### src/include/smrse_consts.vh
`ifndef SMRSE_CONSTS_VH
`define SMRSE_CONSTS_VH
// Functional notes
// RULE1: One sample rate shared by all channels
// RULE2: Accept 125, 250, 500, 1000 sps rates
// RULE3: Rate zero selects external trigger, reported
// RULE4: No warning for any filter/rate mix
// RULE5: Unsaved settings lost at init or reset
// RULE6: E001 unknown, E002 count, E003 value
// RULE7: Comma after command letter gives E002
// RULE8: Save writes configuration to non-volatile store
// RULE9: Count saves; beyond 1000 warn E004
// RULE10: Always attempt write when save confirmed
// RULE11: Save asks confirmation; host answers Y
// RULE12: Answer N aborts save, reports abort
// RULE13: Other answer aborts save with E003
// RULE14: Characters after save letter give E002
// RULE15: Failed non-volatile write reports E005
// RULE16: Successful save reports stored and count
// RULE17: Exit n confirms if dirty, 3 s hold
// RULE18: Exit i same, then enters init mode
// RULE19: Exit N leaves immediately, no confirmation
// RULE20: Exit I enters init immediately
// RULE21: Init mode reloads parameters from store
// RULE22: Announce return to normal mode
// RULE23: Host sends letter, spaced params, CR
// RULE24: Prompt after each response or error; code sends no prompt after SASK, XASK, RNORM or RINIT

// ==========================================
// Register map
`define SMRSE_OFS_CTRL   8'h00
`define SMRSE_OFS_STAT   8'h04
`define SMRSE_OFS_SCNT   8'h08
`define SMRSE_CTRL_SVC   0
`define SMRSE_CTRL_INIT  1

// ==========================================
// Rate codes
`define SMRSE_R125       3'h0
`define SMRSE_R250       3'h1
`define SMRSE_R500       3'h2
`define SMRSE_R1000      3'h3
`define SMRSE_REXT       3'h4
`define SMRSE_SAVE_LIM   16'h03E8

// ==========================================
// Mode codes, one-hot
`define SMRSE_M_NORM     3'h1
`define SMRSE_M_SVC      3'h2
`define SMRSE_M_INIT     3'h4

// ==========================================
// Response codes
`define SMRSE_C_NONE     4'h0
`define SMRSE_C_PROMPT   4'h1
`define SMRSE_C_RATE     4'h2
`define SMRSE_C_EXT      4'h3
`define SMRSE_C_SASK     4'h4
`define SMRSE_C_SAVED    4'h5
`define SMRSE_C_ABORT    4'h6
`define SMRSE_C_XASK     4'h7
`define SMRSE_C_RNORM    4'h8
`define SMRSE_C_RINIT    4'h9
`define SMRSE_C_E001     4'hA
`define SMRSE_C_E002     4'hB
`define SMRSE_C_E003     4'hC
`define SMRSE_C_E004     4'hD
`define SMRSE_C_E005     4'hE

// ==========================================
// Characters
`define SMRSE_CH_CR      8'h0D
`define SMRSE_CH_SP      8'h20
`define SMRSE_CH_COMMA   8'h2C
`define SMRSE_CH_0       8'h30
`define SMRSE_CH_9       8'h39
`define SMRSE_CH_M       8'h6D
`define SMRSE_CH_S       8'h73
`define SMRSE_CH_X       8'h78
`define SMRSE_CH_N       8'h6E
`define SMRSE_CH_I       8'h69
`define SMRSE_CH_UN      8'h4E
`define SMRSE_CH_UI      8'h49
`define SMRSE_CH_UY      8'h59

// ==========================================
// Timing
`define SMRSE_CLK_HZ     250000000
`define SMRSE_HOLD_S     3
`define SMRSE_HOLD_CYC   (`SMRSE_HOLD_S * `SMRSE_CLK_HZ)
`endif

### src/design/smrse_top.v
// Design decisions made here: the APB slave port and the register offsets.
`timescale 1ns/10ps
`default_nettype none
`include "smrse_consts.vh"
// Service-mode rate, save and exit command interpreter
module smrse_top #(
	parameter [31:0] HOLD_CYCLES = `SMRSE_HOLD_CYC,
	parameter [2:0]  RST_RATE    = `SMRSE_R125
)(
	input  wire        I_CLK,
	input  wire        I_RST_N,
	input  wire        I_PSEL,
	input  wire        I_PENABLE,
	input  wire        I_PWRITE,
	input  wire [7:0]  I_PADDR,
	input  wire [31:0] I_PWDATA,
	output reg  [31:0] O_PRDATA,
	output wire        O_PREADY,
	output wire        O_PSLVERR,
	input  wire [7:0]  I_RX_DATA,
	input  wire        I_RX_VALID,
	output wire        O_RX_READY,
	output wire        O_RSP_VALID,
	output wire [3:0]  O_RSP_CODE,
	output reg  [15:0] O_RSP_ARG,
	input  wire        I_RSP_READY,
	output wire        O_NVM_REQ,
	output wire [2:0]  O_NVM_DATA,
	input  wire        I_NVM_DONE,
	input  wire        I_NVM_FAIL,
	output wire [2:0]  O_RATE_SEL,
	output wire        O_EXT_TRIG,
	output wire [2:0]  O_MODE
);
	localparam [4:0] S_LINE = 5'h01;
	localparam [4:0] S_SCNF = 5'h02;
	localparam [4:0] S_XCNF = 5'h04;
	localparam [4:0] S_NVM  = 5'h08;
	localparam [4:0] S_HOLD = 5'h10;

	reg  [4:0]  st_q;
	reg  [2:0]  mode_q;
	reg  [2:0]  rate_q;
	reg         xinit_q;
	reg         hstart_q;
	reg  [11:0] seq_q;
	reg         hcmd_q;
	reg  [7:0]  cmd_q;
	reg         after_q;
	reg         first_q;
	reg         glued_q;
	reg         comma_q;
	reg         psep_q;
	reg  [1:0]  np_q;
	reg  [1:0]  plen_q;
	reg  [7:0]  pch_q;
	reg         nd_q;
	reg         ovf_q;
	reg  [10:0] val_q;
	wire [2:0]  img_rate;
	wire [15:0] img_cnt;
	wire        t_done;
	wire        t_busy;
	wire        img_we;
	wire        t_start;
	wire        rx_take;
	wire        is_sep;
	wire        is_dig;
	wire [3:0]  rx_dig;
	wire [13:0] dec_nx;
	wire [15:0] cnt_nx;
	wire        dirty;
	wire        apb_wr;
	wire        apb_hit;
	wire [3:0]  rchk;

	// Map a parsed value to {valid, rate code}
	function [3:0] rate_of;
		input [10:0] v;
		begin
			case (v)
				11'h000: rate_of = {1'b1, `SMRSE_REXT};
				11'h07D: rate_of = {1'b1, `SMRSE_R125};
				11'h0FA: rate_of = {1'b1, `SMRSE_R250};
				11'h1F4: rate_of = {1'b1, `SMRSE_R500};
				11'h3E8: rate_of = {1'b1, `SMRSE_R1000};
				default: rate_of = 4'h0;
			endcase
		end
	endfunction

	// Error code followed by a prompt
	function [11:0] err_seq;
		input [3:0] c;
		begin
			err_seq = {4'h0, `SMRSE_C_PROMPT, c};
		end
	endfunction

	// ==========================================
	// Submodules
	smrse_cfg_img #(
		.RW       (3),
		.CW       (16),
		.RST_RATE (RST_RATE)
	) u_img (
		.i_clk   (I_CLK),
		.i_rst_n (I_RST_N),
		.i_we    (img_we),
		.i_rate  (rate_q),
		.o_rate  (img_rate),
		.o_cnt   (img_cnt)
	);

	smrse_hold_tmr #(
		.N (HOLD_CYCLES)
	) u_hold (
		.i_clk   (I_CLK),
		.i_rst_n (I_RST_N),
		.i_start (t_start),
		.o_done  (t_done),
		.o_busy  (t_busy)
	);

	// ==========================================
	// Character decode and handshakes
	assign O_RX_READY  = (mode_q == `SMRSE_M_SVC) && (seq_q == 12'h000)
		&& (st_q[0] || st_q[1] || st_q[2]);
	assign rx_take     = I_RX_VALID && O_RX_READY;
	assign is_sep      = (I_RX_DATA == `SMRSE_CH_SP) || (I_RX_DATA == `SMRSE_CH_COMMA);
	assign is_dig      = (I_RX_DATA >= `SMRSE_CH_0) && (I_RX_DATA <= `SMRSE_CH_9);
	assign rx_dig      = I_RX_DATA[3:0];
	assign dec_nx      = {val_q, 3'h0} + {2'h0, val_q, 1'h0} + {10'h000, rx_dig};
	assign rchk        = rate_of(val_q);
	assign dirty       = (rate_q != img_rate);
	assign cnt_nx      = img_cnt + 16'h0001;
	assign O_RSP_VALID = (seq_q[3:0] != `SMRSE_C_NONE);
	assign O_RSP_CODE  = seq_q[3:0];
	// RULE10 always write
	assign O_NVM_REQ   = st_q[3];
	assign O_NVM_DATA  = rate_q;
	// RULE8 image commit
	assign img_we      = st_q[3] && I_NVM_DONE;
	// RULE17 hold after response
	assign t_start     = st_q[4] && !hstart_q && (seq_q == 12'h000);
	// RULE1 one shared rate
	assign O_RATE_SEL  = rate_q;
	assign O_EXT_TRIG  = (rate_q == `SMRSE_REXT);
	assign O_MODE      = mode_q;

	// ==========================================
	// APB slave, zero wait states
	assign O_PREADY  = 1'b1;
	assign apb_hit   = (I_PADDR == `SMRSE_OFS_CTRL) || (I_PADDR == `SMRSE_OFS_STAT)
		|| (I_PADDR == `SMRSE_OFS_SCNT);
	assign O_PSLVERR = I_PSEL && I_PENABLE && !apb_hit;
	assign apb_wr    = I_PSEL && I_PENABLE && I_PWRITE && (I_PADDR == `SMRSE_OFS_CTRL);

	// Read data captured in the setup cycle
	always @(posedge I_CLK or negedge I_RST_N)
	begin
		if (!I_RST_N)
			O_PRDATA <= 32'h0000_0000;
		else if (I_PSEL && !I_PENABLE && !I_PWRITE)
		begin
			case (I_PADDR)
				`SMRSE_OFS_STAT: O_PRDATA <= {18'h00000, st_q, xinit_q, dirty, 
					t_busy, mode_q, rate_q};
				`SMRSE_OFS_SCNT: O_PRDATA <= {16'h0000, img_cnt};
				default:         O_PRDATA <= 32'h0000_0000;
			endcase
		end
	end

	// ==========================================
	// Command interpreter
	always @(posedge I_CLK or negedge I_RST_N)
	begin
		if (!I_RST_N)
		begin
			st_q     <= S_LINE;
			// RULE5 reset reloads image
			mode_q   <= `SMRSE_M_INIT;
			rate_q   <= RST_RATE;
			xinit_q  <= 1'b0;
			hstart_q <= 1'b0;
			seq_q    <= 12'h000;
			O_RSP_ARG <= 16'h0000;
			hcmd_q   <= 1'b0;
			cmd_q    <= 8'h00;
			after_q  <= 1'b0;
			first_q  <= 1'b0;
			glued_q  <= 1'b0;
			comma_q  <= 1'b0;
			psep_q   <= 1'b0;
			np_q     <= 2'h0;
			plen_q   <= 2'h0;
			pch_q    <= 8'h00;
			nd_q     <= 1'b0;
			ovf_q    <= 1'b0;
			val_q    <= 11'h000;
		end
		else
		begin
			// Response queue shifts out one code per accept
			if (O_RSP_VALID && I_RSP_READY)
				seq_q <= {4'h0, seq_q[11:4]};
			// Line parse state clears at CR and outside service
			if ((mode_q != `SMRSE_M_SVC) || (rx_take && I_RX_DATA == `SMRSE_CH_CR)
				|| !st_q[0])
			begin
				hcmd_q  <= 1'b0;
				after_q <= 1'b0;
				first_q <= 1'b0;
				glued_q <= 1'b0;
				comma_q <= 1'b0;
				psep_q  <= 1'b0;
				np_q    <= 2'h0;
				plen_q  <= 2'h0;
				nd_q    <= 1'b0;
				ovf_q   <= 1'b0;
				val_q   <= 11'h000;
			end
			else if (rx_take && !hcmd_q)
			begin
				if (I_RX_DATA != `SMRSE_CH_SP)
				begin
					hcmd_q  <= 1'b1;
					cmd_q   <= I_RX_DATA;
					first_q <= 1'b1;
				end
			end
			else if (rx_take)
			begin
				after_q <= 1'b1;
				first_q <= 1'b0;
				// RULE7 comma after letter
				if (first_q && I_RX_DATA == `SMRSE_CH_COMMA)
					comma_q <= 1'b1;
				if (first_q && !is_sep)
					glued_q <= 1'b1;
				psep_q <= is_sep;
				if (!is_sep)
				begin
					if (psep_q && np_q != 2'h3)
						np_q <= np_q + 2'h1;
					if (plen_q != 2'h3)
						plen_q <= plen_q + 2'h1;
					if (plen_q == 2'h0)
						pch_q <= I_RX_DATA;
					if (is_dig)
					begin
						val_q <= dec_nx[10:0];
						if (|dec_nx[13:11])
							ovf_q <= 1'b1;
					end
					else
						nd_q <= 1'b1;
				end
			end
			// Software mode requests
			if (apb_wr && I_PWDATA[`SMRSE_CTRL_INIT])
				mode_q <= `SMRSE_M_INIT;
			else if (apb_wr && I_PWDATA[`SMRSE_CTRL_SVC] && mode_q == `SMRSE_M_NORM)
			begin
				mode_q <= `SMRSE_M_SVC;
				st_q   <= S_LINE;
				seq_q  <= {8'h00, `SMRSE_C_PROMPT};
			end
			// RULE21 init reloads image
			else if (mode_q == `SMRSE_M_INIT)
			begin
				rate_q <= img_rate;
				mode_q <= `SMRSE_M_NORM;
				st_q   <= S_LINE;
			end
			else if (mode_q == `SMRSE_M_SVC)
			begin
				case (st_q)
					S_LINE:
					begin
						if (rx_take && I_RX_DATA == `SMRSE_CH_CR && hcmd_q)
						begin
							// RULE6 unknown command
							if (glued_q)
								seq_q <= err_seq(`SMRSE_C_E001);
							else if (cmd_q == `SMRSE_CH_M)
							begin
								// RULE7 parameter count
								if (comma_q || np_q != 2'h1)
									seq_q <= err_seq(`SMRSE_C_E002);
								// RULE2 rate accepted
								else if (!nd_q && !ovf_q && rchk[3])
								begin
									// RULE4 no undersampling warning
									rate_q    <= rchk[2:0];
									O_RSP_ARG <= {5'h00, val_q};
									// RULE3 external trigger reply
									if (rchk[2:0] == `SMRSE_REXT)
										seq_q <= {4'h0, `SMRSE_C_PROMPT, `SMRSE_C_EXT};
									else
										seq_q <= {4'h0, `SMRSE_C_PROMPT, `SMRSE_C_RATE};
								end
								else
									seq_q <= err_seq(`SMRSE_C_E003);
							end
							else if (cmd_q == `SMRSE_CH_S)
							begin
								// RULE14 trailing characters
								if (after_q)
									seq_q <= err_seq(`SMRSE_C_E002);
								else
								begin
									// RULE11 ask confirmation
									seq_q <= {8'h00, `SMRSE_C_SASK};
									st_q  <= S_SCNF;
								end
							end
							else if (cmd_q == `SMRSE_CH_X)
							begin
								if (comma_q || np_q != 2'h1)
									seq_q <= err_seq(`SMRSE_C_E002);
								else if (plen_q != 2'h1)
									seq_q <= err_seq(`SMRSE_C_E003);
								else if (pch_q == `SMRSE_CH_N || pch_q == `SMRSE_CH_I)
								begin
									// RULE18 init target
									xinit_q  <= (pch_q == `SMRSE_CH_I);
									hstart_q <= 1'b0;
									// RULE17 confirm when dirty
									if (dirty)
									begin
										seq_q <= {8'h00, `SMRSE_C_XASK};
										st_q  <= S_XCNF;
									end
									else
									begin
										// RULE22 return announcement
										seq_q <= (pch_q == `SMRSE_CH_I) ?
											{8'h00, `SMRSE_C_RINIT} : {8'h00, `SMRSE_C_RNORM};
										st_q  <= S_HOLD;
									end
								end
								// RULE19 immediate normal exit
								else if (pch_q == `SMRSE_CH_UN)
								begin
									seq_q  <= {8'h00, `SMRSE_C_RNORM};
									mode_q <= `SMRSE_M_NORM;
								end
								// RULE20 immediate init exit
								else if (pch_q == `SMRSE_CH_UI)
								begin
									seq_q  <= {8'h00, `SMRSE_C_RINIT};
									mode_q <= `SMRSE_M_INIT;
								end
								else
									seq_q <= err_seq(`SMRSE_C_E003);
							end
							else
								seq_q <= err_seq(`SMRSE_C_E001);
						end
					end
					S_SCNF:
					begin
						if (rx_take)
						begin
							// RULE11 upper-case Y proceeds
							if (I_RX_DATA == `SMRSE_CH_UY)
								st_q <= S_NVM;
							else
							begin
								st_q <= S_LINE;
								// RULE12 N aborts
								if (I_RX_DATA == `SMRSE_CH_UN)
									seq_q <= {4'h0, `SMRSE_C_PROMPT, `SMRSE_C_ABORT};
								// RULE13 other aborts, E003
								else
									seq_q <= {`SMRSE_C_PROMPT, `SMRSE_C_E003, `SMRSE_C_ABORT};
							end
						end
					end
					S_NVM:
					begin
						if (I_NVM_DONE)
						begin
							st_q      <= S_LINE;
							O_RSP_ARG <= cnt_nx;
							// RULE9 limit warning
							if (cnt_nx > `SMRSE_SAVE_LIM)
								seq_q <= {`SMRSE_C_PROMPT, `SMRSE_C_E004, `SMRSE_C_SAVED};
							// RULE16 stored with count
							else
								seq_q <= {4'h0, `SMRSE_C_PROMPT, `SMRSE_C_SAVED};
						end
						// RULE15 write failure
						else if (I_NVM_FAIL)
						begin
							st_q  <= S_LINE;
							seq_q <= err_seq(`SMRSE_C_E005);
						end
					end
					S_XCNF:
					begin
						if (rx_take)
						begin
							if (I_RX_DATA == `SMRSE_CH_UY)
							begin
								seq_q <= xinit_q ? {8'h00, `SMRSE_C_RINIT} :
									{8'h00, `SMRSE_C_RNORM};
								st_q  <= S_HOLD;
							end
							else
							begin
								st_q <= S_LINE;
								// RULE24 prompt when declined
								if (I_RX_DATA == `SMRSE_CH_UN)
									seq_q <= {8'h00, `SMRSE_C_PROMPT};
								else
									seq_q <= err_seq(`SMRSE_C_E003);
							end
						end
					end
					S_HOLD:
					begin
						if (t_start)
							hstart_q <= 1'b1;
						// RULE18 leave after hold
						if (t_done)
						begin
							mode_q <= xinit_q ? `SMRSE_M_INIT : `SMRSE_M_NORM;
							st_q   <= S_LINE;
						end
					end
					default:
						st_q <= S_LINE;
				endcase
			end
		end
	end
endmodule
`default_nettype wire

### src/design/smrse_cfg_img.v
`timescale 1ns/10ps
`default_nettype none
// Stored configuration image and save counter
module smrse_cfg_img #(
	parameter       RW       = 3,
	parameter       CW       = 16,
	parameter [2:0] RST_RATE = 3'h0
)(
	input  wire          i_clk,
	input  wire          i_rst_n,
	input  wire          i_we,
	input  wire [RW-1:0] i_rate,
	output reg  [RW-1:0] o_rate,
	output reg  [CW-1:0] o_cnt
);
	// ==========================================
	// Image write, counter saturates at all ones
	always @(posedge i_clk or negedge i_rst_n)
	begin
		if (!i_rst_n)
		begin
			o_rate <= RST_RATE;
			o_cnt  <= {CW{1'b0}};
		end
		else if (i_we)
		begin
			o_rate <= i_rate;
			if (~&o_cnt)
				o_cnt <= o_cnt + {{(CW-1){1'b0}}, 1'b1};
		end
	end
endmodule
`default_nettype wire

### src/design/smrse_hold_tmr.v
`timescale 1ns/10ps
`default_nettype none
// Down counter giving one done pulse N cycles after start
module smrse_hold_tmr #(
	parameter [31:0] N = 32'h0000_0001
)(
	input  wire i_clk,
	input  wire i_rst_n,
	input  wire i_start,
	output reg  o_done,
	output reg  o_busy
);
	reg [31:0] cnt_q;

	// ==========================================
	// Countdown
	always @(posedge i_clk or negedge i_rst_n)
	begin
		if (!i_rst_n)
		begin
			cnt_q  <= 32'h0000_0000;
			o_busy <= 1'b0;
			o_done <= 1'b0;
		end
		else
		begin
			o_done <= 1'b0;
			if (i_start)
			begin
				cnt_q  <= N - 32'h0000_0001;
				o_busy <= 1'b1;
			end
			else if (o_busy)
			begin
				if (cnt_q == 32'h0000_0000)
				begin
					o_busy <= 1'b0;
					o_done <= 1'b1;
				end
				else
					cnt_q <= cnt_q - 32'h0000_0001;
			end
		end
	end
endmodule
`default_nettype wire

### config.mk
export PLATFORM = sky130hd
export DESIGN_NAME = smrse_top
export DESIGN_NICKNAME = d
export VERILOG_FILES = /design/src/design/smrse_top.v /design/src/design/smrse_cfg_img.v /design/src/design/smrse_hold_tmr.v
export VERILOG_INCLUDE_DIRS = /design/src /design/src/include
export SDC_FILE = /design/constraint.sdc
export NUM_CORES = 1
export LEC_CHECK = 0
export BUFFER_PORTS_ARGS = -buffer_cell sky130_fd_sc_hd__buf_4
export CORE_MARGIN = 8
export CORE_UTILIZATION = 50
export CTS_BUF_LIST = sky130_fd_sc_hd__clkbuf_4
export CTS_CLUSTER_DIAMETER = 40
export CTS_CLUSTER_SIZE = 40
export DETAILED_ROUTE_END_ITERATION = 10
export PLACE_DENSITY = 0.73
export SKIP_CTS_REPAIR_TIMING = 1
export SLEW_MARGIN = 20
export SYNTH_ARGS = -nofsm -noshare
export SYNTH_HDL_FRONTEND = slang
export SYNTH_SLANG_ARGS = --single-unit
### constraint.sdc
create_clock -name I_CLK -period 2.9 [get_ports I_CLK]
set_input_delay 0.145 -clock I_CLK [delete_from_list [all_inputs] [get_ports I_CLK]]
set_output_delay 0.145 -clock I_CLK [all_outputs]
set_load 0.05 [all_outputs]
# ---- Word level (Yosys, flattened, before mapping)
# Index checks and enable logic that the tools add are counted.
dict set report totals {
  regBits 165
  elab_cells 367
  inputBits 57
  out_inout_bits 67
}
dict set report classes {
  bitwise_logic 12
  n_addsub 6
  reduce_logical 92
  mux 152
  magnitude_cmp 3
  n_eq_ne 76
}
# operator n
set ops {}
lappend ops {{$mux W12} 20}
lappend ops {{$mux W5} 24}
lappend ops {{$mux W16} 6}
lappend ops {{$mux W32} 3}
lappend ops {{$eq A8 B7 Y1 const B} 9}
lappend ops {{$mux W3} 24}
lappend ops {{$ne A5 B5 Y1 const B} 14}
lappend ops {{$pmux W16 S2} 2}
lappend ops {{$mux W11} 5}
lappend ops {{$mux W1} 49}
lappend ops {{$pmux W12 S4} 1}
lappend ops {{$ne A2 B2 Y1 const B} 17}
lappend ops {{$reduce_bool A2 Y1} 17}
lappend ops {{$logic_not A32 Y1} 1}
lappend ops {{$sub A32 B1 Y32 const B} 1}
lappend ops {{$reduce_and A14 Y1} 2}
lappend ops {{$logic_and A1 B1 Y1} 25}
lappend ops {{$pmux W5 S5} 1}
lappend ops {{$mux W2} 10}
lappend ops {{$ne A4 B4 Y1 const B} 5}
lappend ops {{$pmux W4 S5} 1}
lappend ops {{$mux W9} 2}
lappend ops {{$add A16 B1 Y16 const B} 1}
lappend ops {{$eq A8 B4 Y1 const B} 2}
lappend ops {{50 further kinds} 99}

# ---- Longest topological paths before layout
# Gate-level depths: netlist of the first run.
dict set report depth {
  word_depth 16
  ltp_mapped 11
}

# ---- By module
# A second synthesis of the first run with hierarchy kept.
dict set report unflattened {
  cells_unflattened 1031
  hier_area_um2 9681.8
}
# module area_each_um2 cells_per_inst seq_area_each_um2 n_inst
set modules_own_cells {}
lappend modules_own_cells {smrse_top 6787.8 747 2404.8 1}
lappend modules_own_cells {smrse_hold_tmr 1993.2 206 850.8 1}
lappend modules_own_cells {smrse_cfg_img 900.9 78 475.5 1}

# ---- Worst setup path after synthesis of the first run
# Ideal clock, no wire load.
dict set report synth_timing {
  path_type {register to register}
  start {register val_q[0]}
  end {register ovf_q}
  t_required_ns 2.805
  setup_ns 0.095
  arrival_ns 2.663
  path_stages_with_launch 11
  slack_ns 0.142
  cell_sequence {dfrtp_1 fa_1 inv_1 fa_1 nor2b_1 o2111a_1 nor3_1 nor4b_1 mux2i_1 a211oi_1 o31ai_1}
}
dict set report synth_via {
  elab_chain_cells 5
}
# element line
set synth_rtl {}
lappend synth_rtl {{start: declaration} smrse_top.v:59} ;# reg [10:0] val_q;
lappend synth_rtl {{start signal: assignment} smrse_top.v:253} ;# val_q <= dec_nx[10:0];
lappend synth_rtl {{$add A14 B12 Y14} smrse_top.v:133} ;# assign dec_nx = {val_q, 3'h0} + {2'h0, val_q, 1'h0} + {10'h000, rx_dig};
lappend synth_rtl {{$add A14 B4 Y14} smrse_top.v:133}
lappend synth_rtl {{$reduce_or A3 Y1} smrse_top.v:254} ;# if (|dec_nx[13:11])
lappend synth_rtl {{$reduce_bool A2 Y1 (no source line)} -}
lappend synth_rtl {{$reduce_and A5 Y1 (no source line)} -}
lappend synth_rtl {{end signal: assignment} smrse_top.v:200} ;# ovf_q <= 1'b0;
lappend synth_rtl {{end signal: assignment} smrse_top.v:221} ;# ovf_q <= 1'b0;
lappend synth_rtl {{end signal: assignment} smrse_top.v:255} ;# ovf_q <= 1'b1;
lappend synth_rtl {{end: declaration} smrse_top.v:58} ;# reg ovf_q;
# No other way between the ends.
# A chain may end at the register's enable or synchronous reset.

# ---- Final worst setup path of the first run
# Ends and elaborated chain as after synthesis.

==> results of run 1 <==
==> cells by family (layout without fill, tap and decap cells) <==
group           count (synthesis)  after routing  share of synthesized area
simple gates                  416            416                      0.233
compound gates                203            203                      0.150
flops                         149            149                      0.402
buf+inv                        95            215                     0.0499
xor+xnor                       67             67                     0.0633
mux                            48             48                     0.0570
fa+ha+maj                      31             31                     0.0435
other cells                     2             18                   0.000810
==> area by class of cell <==
| type | instances | share of cell area |
|---|---|---|
| Inverter | 24 | 0.00830 |
| Clock inverter | 15 | 0.0131 |
| Antenna cell | 1 | 0.000230 |
| Sequential cell | 149 | 0.344 |
| Multi-Input combinational cell | 782 | 0.479 |
| Clock buffer | 17 | 0.0118 |
| Tap cell | 234 | 0.0270 |
| Timing Repair Buffer | 159 | 0.117 |
==> synth_stat cells (all sizes together), types with 14 or more instances <==
cell	n
dfrtp	147
nand2	108
nor2	91
a21oi	51
o21ai	46
mux2	38
buf	36
xnor2	36
clkbuf	35
nand3	35
nor3	34
xor2	31
ha	29
nor4	25
inv	24
a22oi	17
and3	14
nand2b	14
or3	14
==> power by group through the flow <==
| stage | combinational [mW] | sequential, mW | clock, mW |
|---|---|---|---|
| final | 0.764 | 2.17 | 1.29 |
| after CTS | 0.748 | 2.17 | 1.32 |
| after floorplan | 0.336 | 2.34 | 0 |
| after detailed placement | 0.744 | 2.21 | 0 |
| after global routing | 0.807 | 2.18 | 1.40 |
| after global placement | 0.735 | 2.20 | 0 |
==> placed cells by master (no fill, tap or decap), drive strengths merged, types with 5 or more instances in the layout <==
cell type and count:
nand4 12, clkbuf 17, and2 11, mux2 38, or4 6, nor3 34
a22o 5, or3 14, nor3b 10, inv 31, o211ai 7, ha 29
o41ai 6, clkinvlp 5, nand2b 14, a22oi 17, nand3b 8, a211oi 5
o31ai 12, dlygate4sd3 14, buf 145, xnor2 36, a31oi 8, nor2 91
nand2 108, mux2i 10, nand3 35, a21oi 51, o21ai 46, o22ai 6
dfrtp 147, nor4 25, xor2 31, conb 17, and3 14, nor2b 11
==> per-stage QoR <==
stage / hold slack [ps] / util / power (mW) / worst slack (ps) / setup TNS [ps]
6_report: 86.1 / 0.588 / 4.22 / -24.6 / -24.6
5_1_grt: 81.4 / 0.588 / 4.38 / -189 / -189
4_1_cts: -497 / 0.577 / 4.23 / -98.6 / -98.6
3_5_place_dp: 159 / 0.562 / 2.95 / 20.1 / 0
3_3_place_gp: 156 / 0.562 / 2.94 / 78.0 / 0
2_1_floorplan: -151 / - / 2.68 / 142 / 0
==> routing by layer <==
metal	vias up	share of wire	GRT usage
met5	-	0	0
met4	0	0.021	0.0809
met3	37	0.065	0.0488
met2	292	0.47	0.329
met1	3928	0.44	0.279
li1	3860	-	-
==> worst paths after layout <==
path	end	slack (ps)	cells after the start
max reg2reg	ovf_q	-20	10
max in group asynchronous	u_hold.cnt_q[27]	2040	3
min reg2reg	O_RSP_ARG[13]	520	1
min	seq_q[8]	90	2
max	ovf_q	-20	10
min in group I_CLK	O_PRDATA[9]	90	4
==> sequential cells by signal, summed over array words and instances (netlist names), 2 cells and up <==
| name | cells |
|---|---|
| u_hold.cnt_q | 32 |
| O_PRDATA | 16 |
| O_RSP_ARG | 16 |
| u_img.o_cnt | 16 |
| seq_q | 12 |
| val_q | 11 |
| cmd_q | 8 |
| pch_q | 8 |
| st_q | 5 |
| O_MODE | 3 |
| O_NVM_DATA | 3 |
| u_img.o_rate | 3 |
| np_q | 2 |
| plen_q | 2 |
==> critical path: stages (launching register included) <==
cell	delay, ps
dfrtp_1	430
fa_1	590
inv_2	50
fa_2	340
nor2b_2	150
o2111a_1	240
nor3_2	60
nor4b_2	330
mux2i_1	280
a211oi_2	110
o31ai_1	260
==> run metrics, run 1 <==
CORE AREA=18500 um2; Reg power frac=0.514; Main synth FF type=dfrtp_1; pin slew with the least headroom to its limit=789 ps; Rel. slew slack=0.471; residual DRC count=0; WL per Instance=17.7 um; largest net degree at the start of global routing=63; RD Place Congestion=0.944; Mapped Area=9270 um2; Final Non-Filler Cells=1381; Seq/Total Area, Yosys=0.402; area of the multi-input gates=5200 um2; Setup WS post-layout=-24.6 ps; initial DRC count=623; Worst-path clk slew=150 ps; fill cell count=1647; Synth Warn #=0; Routed Wire Length=24.5 mm; Die Y=152 um; Via Count=8117; Clock Skews=33.3 ps; Avg Inst Size Synth=9.17 um2; Setup crit end kind=register; Worst Hold Class=in2async; sequential standard cell area=3730 um2; Inst Count DP=1332; Synth Register Bits=149; CTS Root Cell=clkbuf_4; vias in the first global route=7951; die width=152 um; die area=23200 um2; Peak Freq=342 MHz; crit path from=val_q[0]; Fin. Hold Viols=0; required time worst endpoint=3380 ps; final setup vio count=1; share of cells above drive strength 1=0.214; distinct cell type count after synthesis=83; Post-synth EDFFs=0; drt first pass iters=5; area share of the largest cell type after synthesis=0.397; final instance area=10900 um2; fin. max-slew vios=0; Crit path arrival time=3410 ps; failing checks=negative setup slack; CTS tree=yes; power share of the clock group=0.305; starting density of the core=0.502; Leak Pwr=5.05 nW; placed cell areas=10400 um2; Sw Pwr=1.41 mW; worst-path fanout max=2; row count=50; PwrDens=389 nW/um2; clk buf depth=2; cell type with the highest aggregate area in the netlist=dfrtp_1; maxcap violations=0; Int Pwr=2.81 mW; DPL Wire Length=18.3 mm; Max VDD drop=0.285 mV; Port Buffers=76; gr usage total=0.210; TritonCTS Buffers=17; Clock Latency Late Sink=580 ps; synth top area cells=dfrtp_1, nand2_1, ha_1; Sw Share=0.335; crit path kind=reg2reg; synthesis-to-finish area growth=17.1%; CTS sink cnt=149; Crit Reg-Reg Startpoint=val_q[0]; Overflow after GRT=0; Avg Vias per Cell=5.88; Tcrit/Tclk final=1.01; first-pass GRT wire length=40.2 mm; Net count, final=1221; RSZ-0062 raised after global routing=yes; IO Count=124; antenna violations before repair=1; Comb power frac=0.181; Async SR Flop Fraction=1.00; startpoint types=register; CTS H-tree lvls=4; Antenna Nets Post-Route=0; Mapped Cells=1011; status=finished, violations left; Tmin final=2920 ps
Note: power is estimated with default switching activity, not from simulation.
==> run 2, diff against run 1 <==
Settings changed: CORE_MARGIN 8 to default, REMOVE_ABC_BUFFERS from default to 1.
==> run metrics, run 2 (synthesis gave the netlist of run 1 again) <==
CTS tree=yes; Reg with most FFs=u_hold.cnt_q; starting density of the core=0.513 (+0.0103); Rel. slew slack=0.536 (+0.0642); Metal-1 WL=10.6 mm (-2.6%); CTS Root Cell=clkbuf_4; Tcrit/Tclk final=0.989 (-0.0192); required time worst endpoint=3360 ps (-20 ps); max FFs per register=32 (unchanged); Worst Hold Class=in2reg; Leak Pwr=5.03 nW (-0.30%); Met3 Wirelength=1.18 mm (-26%); worst path cell trace=or3b_2 -> a211oi_1 -> buf_4 -> nand2_1 -> nand2_1 -> a21oi_1 -> dlygate4sd3_1 -> o32ai_1; Antenna Nets Post-Route=0 (unchanged); largest net degree at the start of global routing=76 (+21%); Peak Freq=349 MHz (+1.9%); worst-path fanout max=12 (+10); final instance area=10800 um2 (-0.40%); DPL Wire Length=17.3 mm (-5.8%); Die Y=138 um (-9.2%); # diodes=0 (-1); Fin. Hold Viols=0 (unchanged); drt first pass iters=9 (+4); Routed Wire Length=23.3 mm (-4.7%); CP most frequent cell=nand2_1; Clock Latency Late Sink=560 ps (-20 ps); gr usage total=0.248 (+0.0378); RSZ-0062 raised after global routing=yes; failing checks=design-rule violations; Via Count=8000 (-1.4%); vias in the first global route=7549 (-5.1%); Setup crit end kind=register; CTS H-tree lvls=4 (unchanged); die width=138 um (-9.2%); Max VDD drop=0.618 mV (+120%); share of cells above drive strength 1=0.207 (-0.00728); RD Place Congestion=0.981 (+3.9%); highest-count cells in the layout ignoring fill and taps=dfrtp_1, buf_4, nand2_1; initial DRC count=510 (-18%); max incr delay on CP=570 ps (-20 ps); first-pass GRT wire length=38.2 mm (-5.0%); Hold WS=33.2 ps (-52.9 ps); die area=19100 um2 (-18%); Worst-path clk slew=130 ps (-20 ps); startpoint types=register; top sig layer=met4; synthesis-to-finish area growth=16.6%; fin. max-slew vios=0 (unchanged); status=finished, violations left; maxcap violations=0 (unchanged); Net count, final=1213 (-0.66%); setup TNS=0 ps (+24.6 ps); Port Buffers=76 (unchanged); Power Total=4.31 mW (+2.1%); Final Util=0.598 (+0.00958); pin slew with the least headroom to its limit=697 ps (-92.7 ps); CP max stage cell=or3b_2; clk buf depth=2 (unchanged); CORE AREA=18100 um2 (-2.0%); crit path kind=reg2reg; placed cell areas=10300 um2 (-0.83%); row count=49 (-2.0%); Clock Skews=24.9 ps (-8.35 ps); IO Count=124 (unchanged); WL per Instance=17.1 um (-3.7%); met2 WL=11.3 mm (-1.8%); final setup vio count=0 (-1); Crit path arrival time=3330 ps (-80 ps); Tmin final=2870 ps (-55.6 ps); TritonCTS Buffers=17 (unchanged); commonest non-fill, non-tap cell in the layout=dfrtp_1; antenna violations before repair=0 (-1); CTS sink cnt=149 (unchanged); Overflow after GRT=0 (unchanged); residual DRC count=18 (+18); PwrDens=398 nW/um2 (+2.5%); Avg Vias per Cell=5.85 (-0.43%)
run 2: changes by cell type in the layout (fill, tap and decap cells not counted), moves of 2 or more:
cell / previous run / this run
clkinv_4: 0 / 3
bufinv_16: 1 / 3
buf_4: 141 / 134
clkinvlp_4: 5 / 1
inv_6: 5 / 3
run 2: path summary, 6_finish.rpt:
| path | endpoint | start | slack [ps] | cells after the start |
|---|---|---|---|---|
| max | seq_q[7] | O_MODE[1] | 30 | 8 |
| min | seq_q[6] | I_NVM_FAIL | 30 | 4 |
| max reg2reg | seq_q[7] | O_MODE[1] | 30 | 8 |
| min reg2reg | O_RSP_ARG[15] | O_RSP_ARG[15] | 510 | 1 |
| max in group asynchronous | O_RSP_ARG[8] | I_RST_N | 1920 | 3 |
| min in group asynchronous | u_hold.cnt_q[23] | I_RST_N | 150 | 2 |
run 2: worst max-delay path: cells and delay by family, from the launching register on:
kind,cells,cell delay (ps)
and+or+nand+nor,3,950
buffers and inverters,2,760
DFF,1,540
AOI/OAI and AO/OA,3,530
run 2: area by class of cell:
class,count,area (um2)
Clock buffer,18,135
Clock inverter,14,175
Fill cell,1548,7270
Inverter,24,90.1
Multi-Input combinational cell,782,5180
Sequential cell,149,3730
Tap cell,229,287
Timing Repair Buffer,151,1210
run 2: report_power, final:
group          switching [mW]  internal (mW)  total [mW]
clock network           0.790          0.619        1.41
registers              0.0550           2.12        2.18
logic                   0.492          0.226       0.718
run 2: per-layer routing:
layer / global-route usage / vias to the layer above
met5: 0 / -
met4: 0.0656 / 0
met3: 0.0485 / 28
met2: 0.408 / 240
met1: 0.337 / 3893
li1: - / 3839
run 2: through the flow:
| stage | worst slack (ps) | std cells |
|---|---|---|
| 6_report | 31.1 | 1367 |
| 5_1_grt | -92.8 | 1367 |
| 4_1_cts | -32.7 | 1350 |
| 3_5_place_dp | 29.3 | 1318 |
| 3_3_place_gp | 91.0 | 1318 |
| 2_1_floorplan | -277 | 955 |
==> run 3, diff against run 2 <==
Settings changed: RECOVER_POWER from default to 100.
==> run metrics, run 3 (synthesis gave the netlist of run 1 again) <==
initial DRC count=512 (+0.39%); drt first pass iters=9 (unchanged); first-pass GRT wire length=38.2 mm (unchanged); startpoint types=register; worst-path fanout max=12 (unchanged); Hold WS=32.9 ps (-0.336 ps); WL per Instance=17.1 um (+0.31%); Peak Freq=344 MHz (-1.2%); Worst Hold Class=in2reg; fin. max-slew vios=76 (+76); Clock Skews=26.8 ps (+1.88 ps); PwrDens=403 nW/um2 (+1.3%); die area=19100 um2 (unchanged); Routed Wire Length=23.4 mm (+0.31%); Tmin final=2900 ps (+34.3 ps); R2R cell count=8 (unchanged); Rel. slew slack=-0.229 (-0.765); IO Count=124 (unchanged); failing checks=design-rule violations, max-capacitance violations, max-slew violations, negative setup slack; Power Total=4.24 mW (-1.5%); final setup vio count=1 (+1); Setup Slack @ Placement=29.3 ps (unchanged); largest net degree at the start of global routing=76 (unchanged); crit path from=O_MODE[1]; Setup crit end kind=register; Reg with most FFs=u_hold.cnt_q; Max VDD drop=0.618 mV (about the same); CP most frequent cell=nand2_1; Avg Vias per Cell=5.87 (+0.29%); Crit path arrival time=3360 ps (+30 ps); Die Y=138 um (unchanged); die width=138 um (unchanged); required time worst endpoint=3360 ps (about the same); gr usage total=0.248 (unchanged); vias in the first global route=7549 (unchanged); Overflow after GRT=0 (unchanged); synthesis-to-finish area growth=13.4%; # diodes=0 (unchanged); crit path kind=reg2reg; endpoint of the worst hold path=seq_q[6]; DPL Wire Length=17.3 mm (unchanged); RD Place Congestion=0.981 (unchanged); Antenna Nets Post-Route=0 (unchanged); Via Count=8023 (+0.29%); CTS H-tree lvls=4 (unchanged); CTS sink cnt=149 (unchanged); CORE AREA=18100 um2 (unchanged); row count=49 (unchanged); R2R Setup Slk=-3 ps (-30 ps); max incr delay on CP=570 ps (about the same); status=finished, violations left; Clock Latency Late Sink=560 ps (about the same); maxcap violations=1 (+1); CTS tree=yes; hold depth=4 (unchanged); Hold Path Origin=I_NVM_FAIL; clk buf depth=2 (unchanged); residual DRC count=18 (unchanged); highest-count cells in the layout ignoring fill and taps=dfrtp_1, nand2_1, nor2_1; Leak Pwr=4.75 nW (-5.7%); CTS Root Cell=clkbuf_4; pin slew with the least headroom to its limit=1840 ps (+1150 ps); RSZ-0062 raised after global routing=yes; share of cells above drive strength 1=0.146 (-0.0606); TritonCTS Buffers=17 (unchanged); Setup WS post-layout=-3.22 ps (-34.3 ps); fill cell count=1632 (+5.4%); sequential standard cell area=3730 um2 (unchanged); Worst-path clk slew=130 ps (about the same); Port Buffers=76 (unchanged); Fin. Hold Viols=0 (unchanged); commonest non-fill, non-tap cell in the layout=dfrtp_1; R2R Path End=seq_q[7]; Tcrit/Tclk final=1.00 (+0.0118); antenna violations before repair=0 (unchanged); max FFs per register=32 (unchanged); worst path cell trace=or3b_2 -> a211oi_1 -> buf_2 -> nand2_1 -> nand2_1 -> a21oi_1 -> dlygate4sd3_1 -> o32ai_1; area of the multi-input gates=5130 um2 (-1.0%); Crit Reg-Reg Startpoint=O_MODE[1]; Net count, final=1213 (unchanged); starting density of the core=0.513 (unchanged); CP max stage cell=or3b_2
[run 3: cell count changes in the layout (fill, tap and decap cells not counted), sizes merged]
| cell | previous run | this run |
|---|---|---|
| buf | 137 | 74 |
| clkbuf | 19 | 82 |
[run 3: cell type report]
| cell class | instances | area share |
|---|---|---|
| timing repair buffer | 151 | 0.0922 |
| clock inverter | 14 | 0.0167 |
| inverter | 24 | 0.00857 |
| multi-input combinational | 782 | 0.488 |
| clock buffer | 18 | 0.0128 |
| tap | 229 | 0.0272 |
| sequential | 149 | 0.355 |
[run 3: how the worst max path moves through the flow]
stage,to,slack (ps),cells past startpoint
2_1_floorplan,val_q[0],-280,4
3_3_place_gp,ovf_q,90,10
3_5_place_dp,ovf_q,30,10
4_1_cts,ovf_q,-30,10
5_1_grt,O_RSP_ARG[13],-90,10
6_report,seq_q[7],-3,8
[run 3: per-layer routing]
metal	up-vias	track usage	routed length (um)
met5	-	0	0
met4	0	0.0656	322
met3	31	0.0485	1240
met2	253	0.408	11300
met1	3886	0.337	10600
li1	3853	-	-
[run 3: worst max-delay path: cells and delay by family, from the launching register on]
| kind | cells | cell delay (ps) |
|---|---|---|
| compound gates | 3 | 510 |
| buf+inv | 2 | 790 |
| flops | 1 | 540 |
| simple gates | 3 | 970 |
[run 3: stage by stage]
stage / cell area [um2] / utilization / setup TNS (ps) / std cells
finish: 10500 / 0.582 / -3.22 / 1367
CTS: 10600 / 0.586 / -32.7 / 1350
global route: 10500 / 0.582 / -1690 / 1367
floorplan: 8950 / - / -2840 / 955
global placement: 10300 / 0.569 / 0 / 1318
detailed placement: 10300 / 0.569 / 0 / 1318
[run 3: where the power goes]
part | leakage, nW | switching, mW | internal [mW]
clock network | 0.167 | 0.792 | 0.619
logic | 2.55 | 0.493 | 0.162
registers | 2.03 | 0.0526 | 2.12
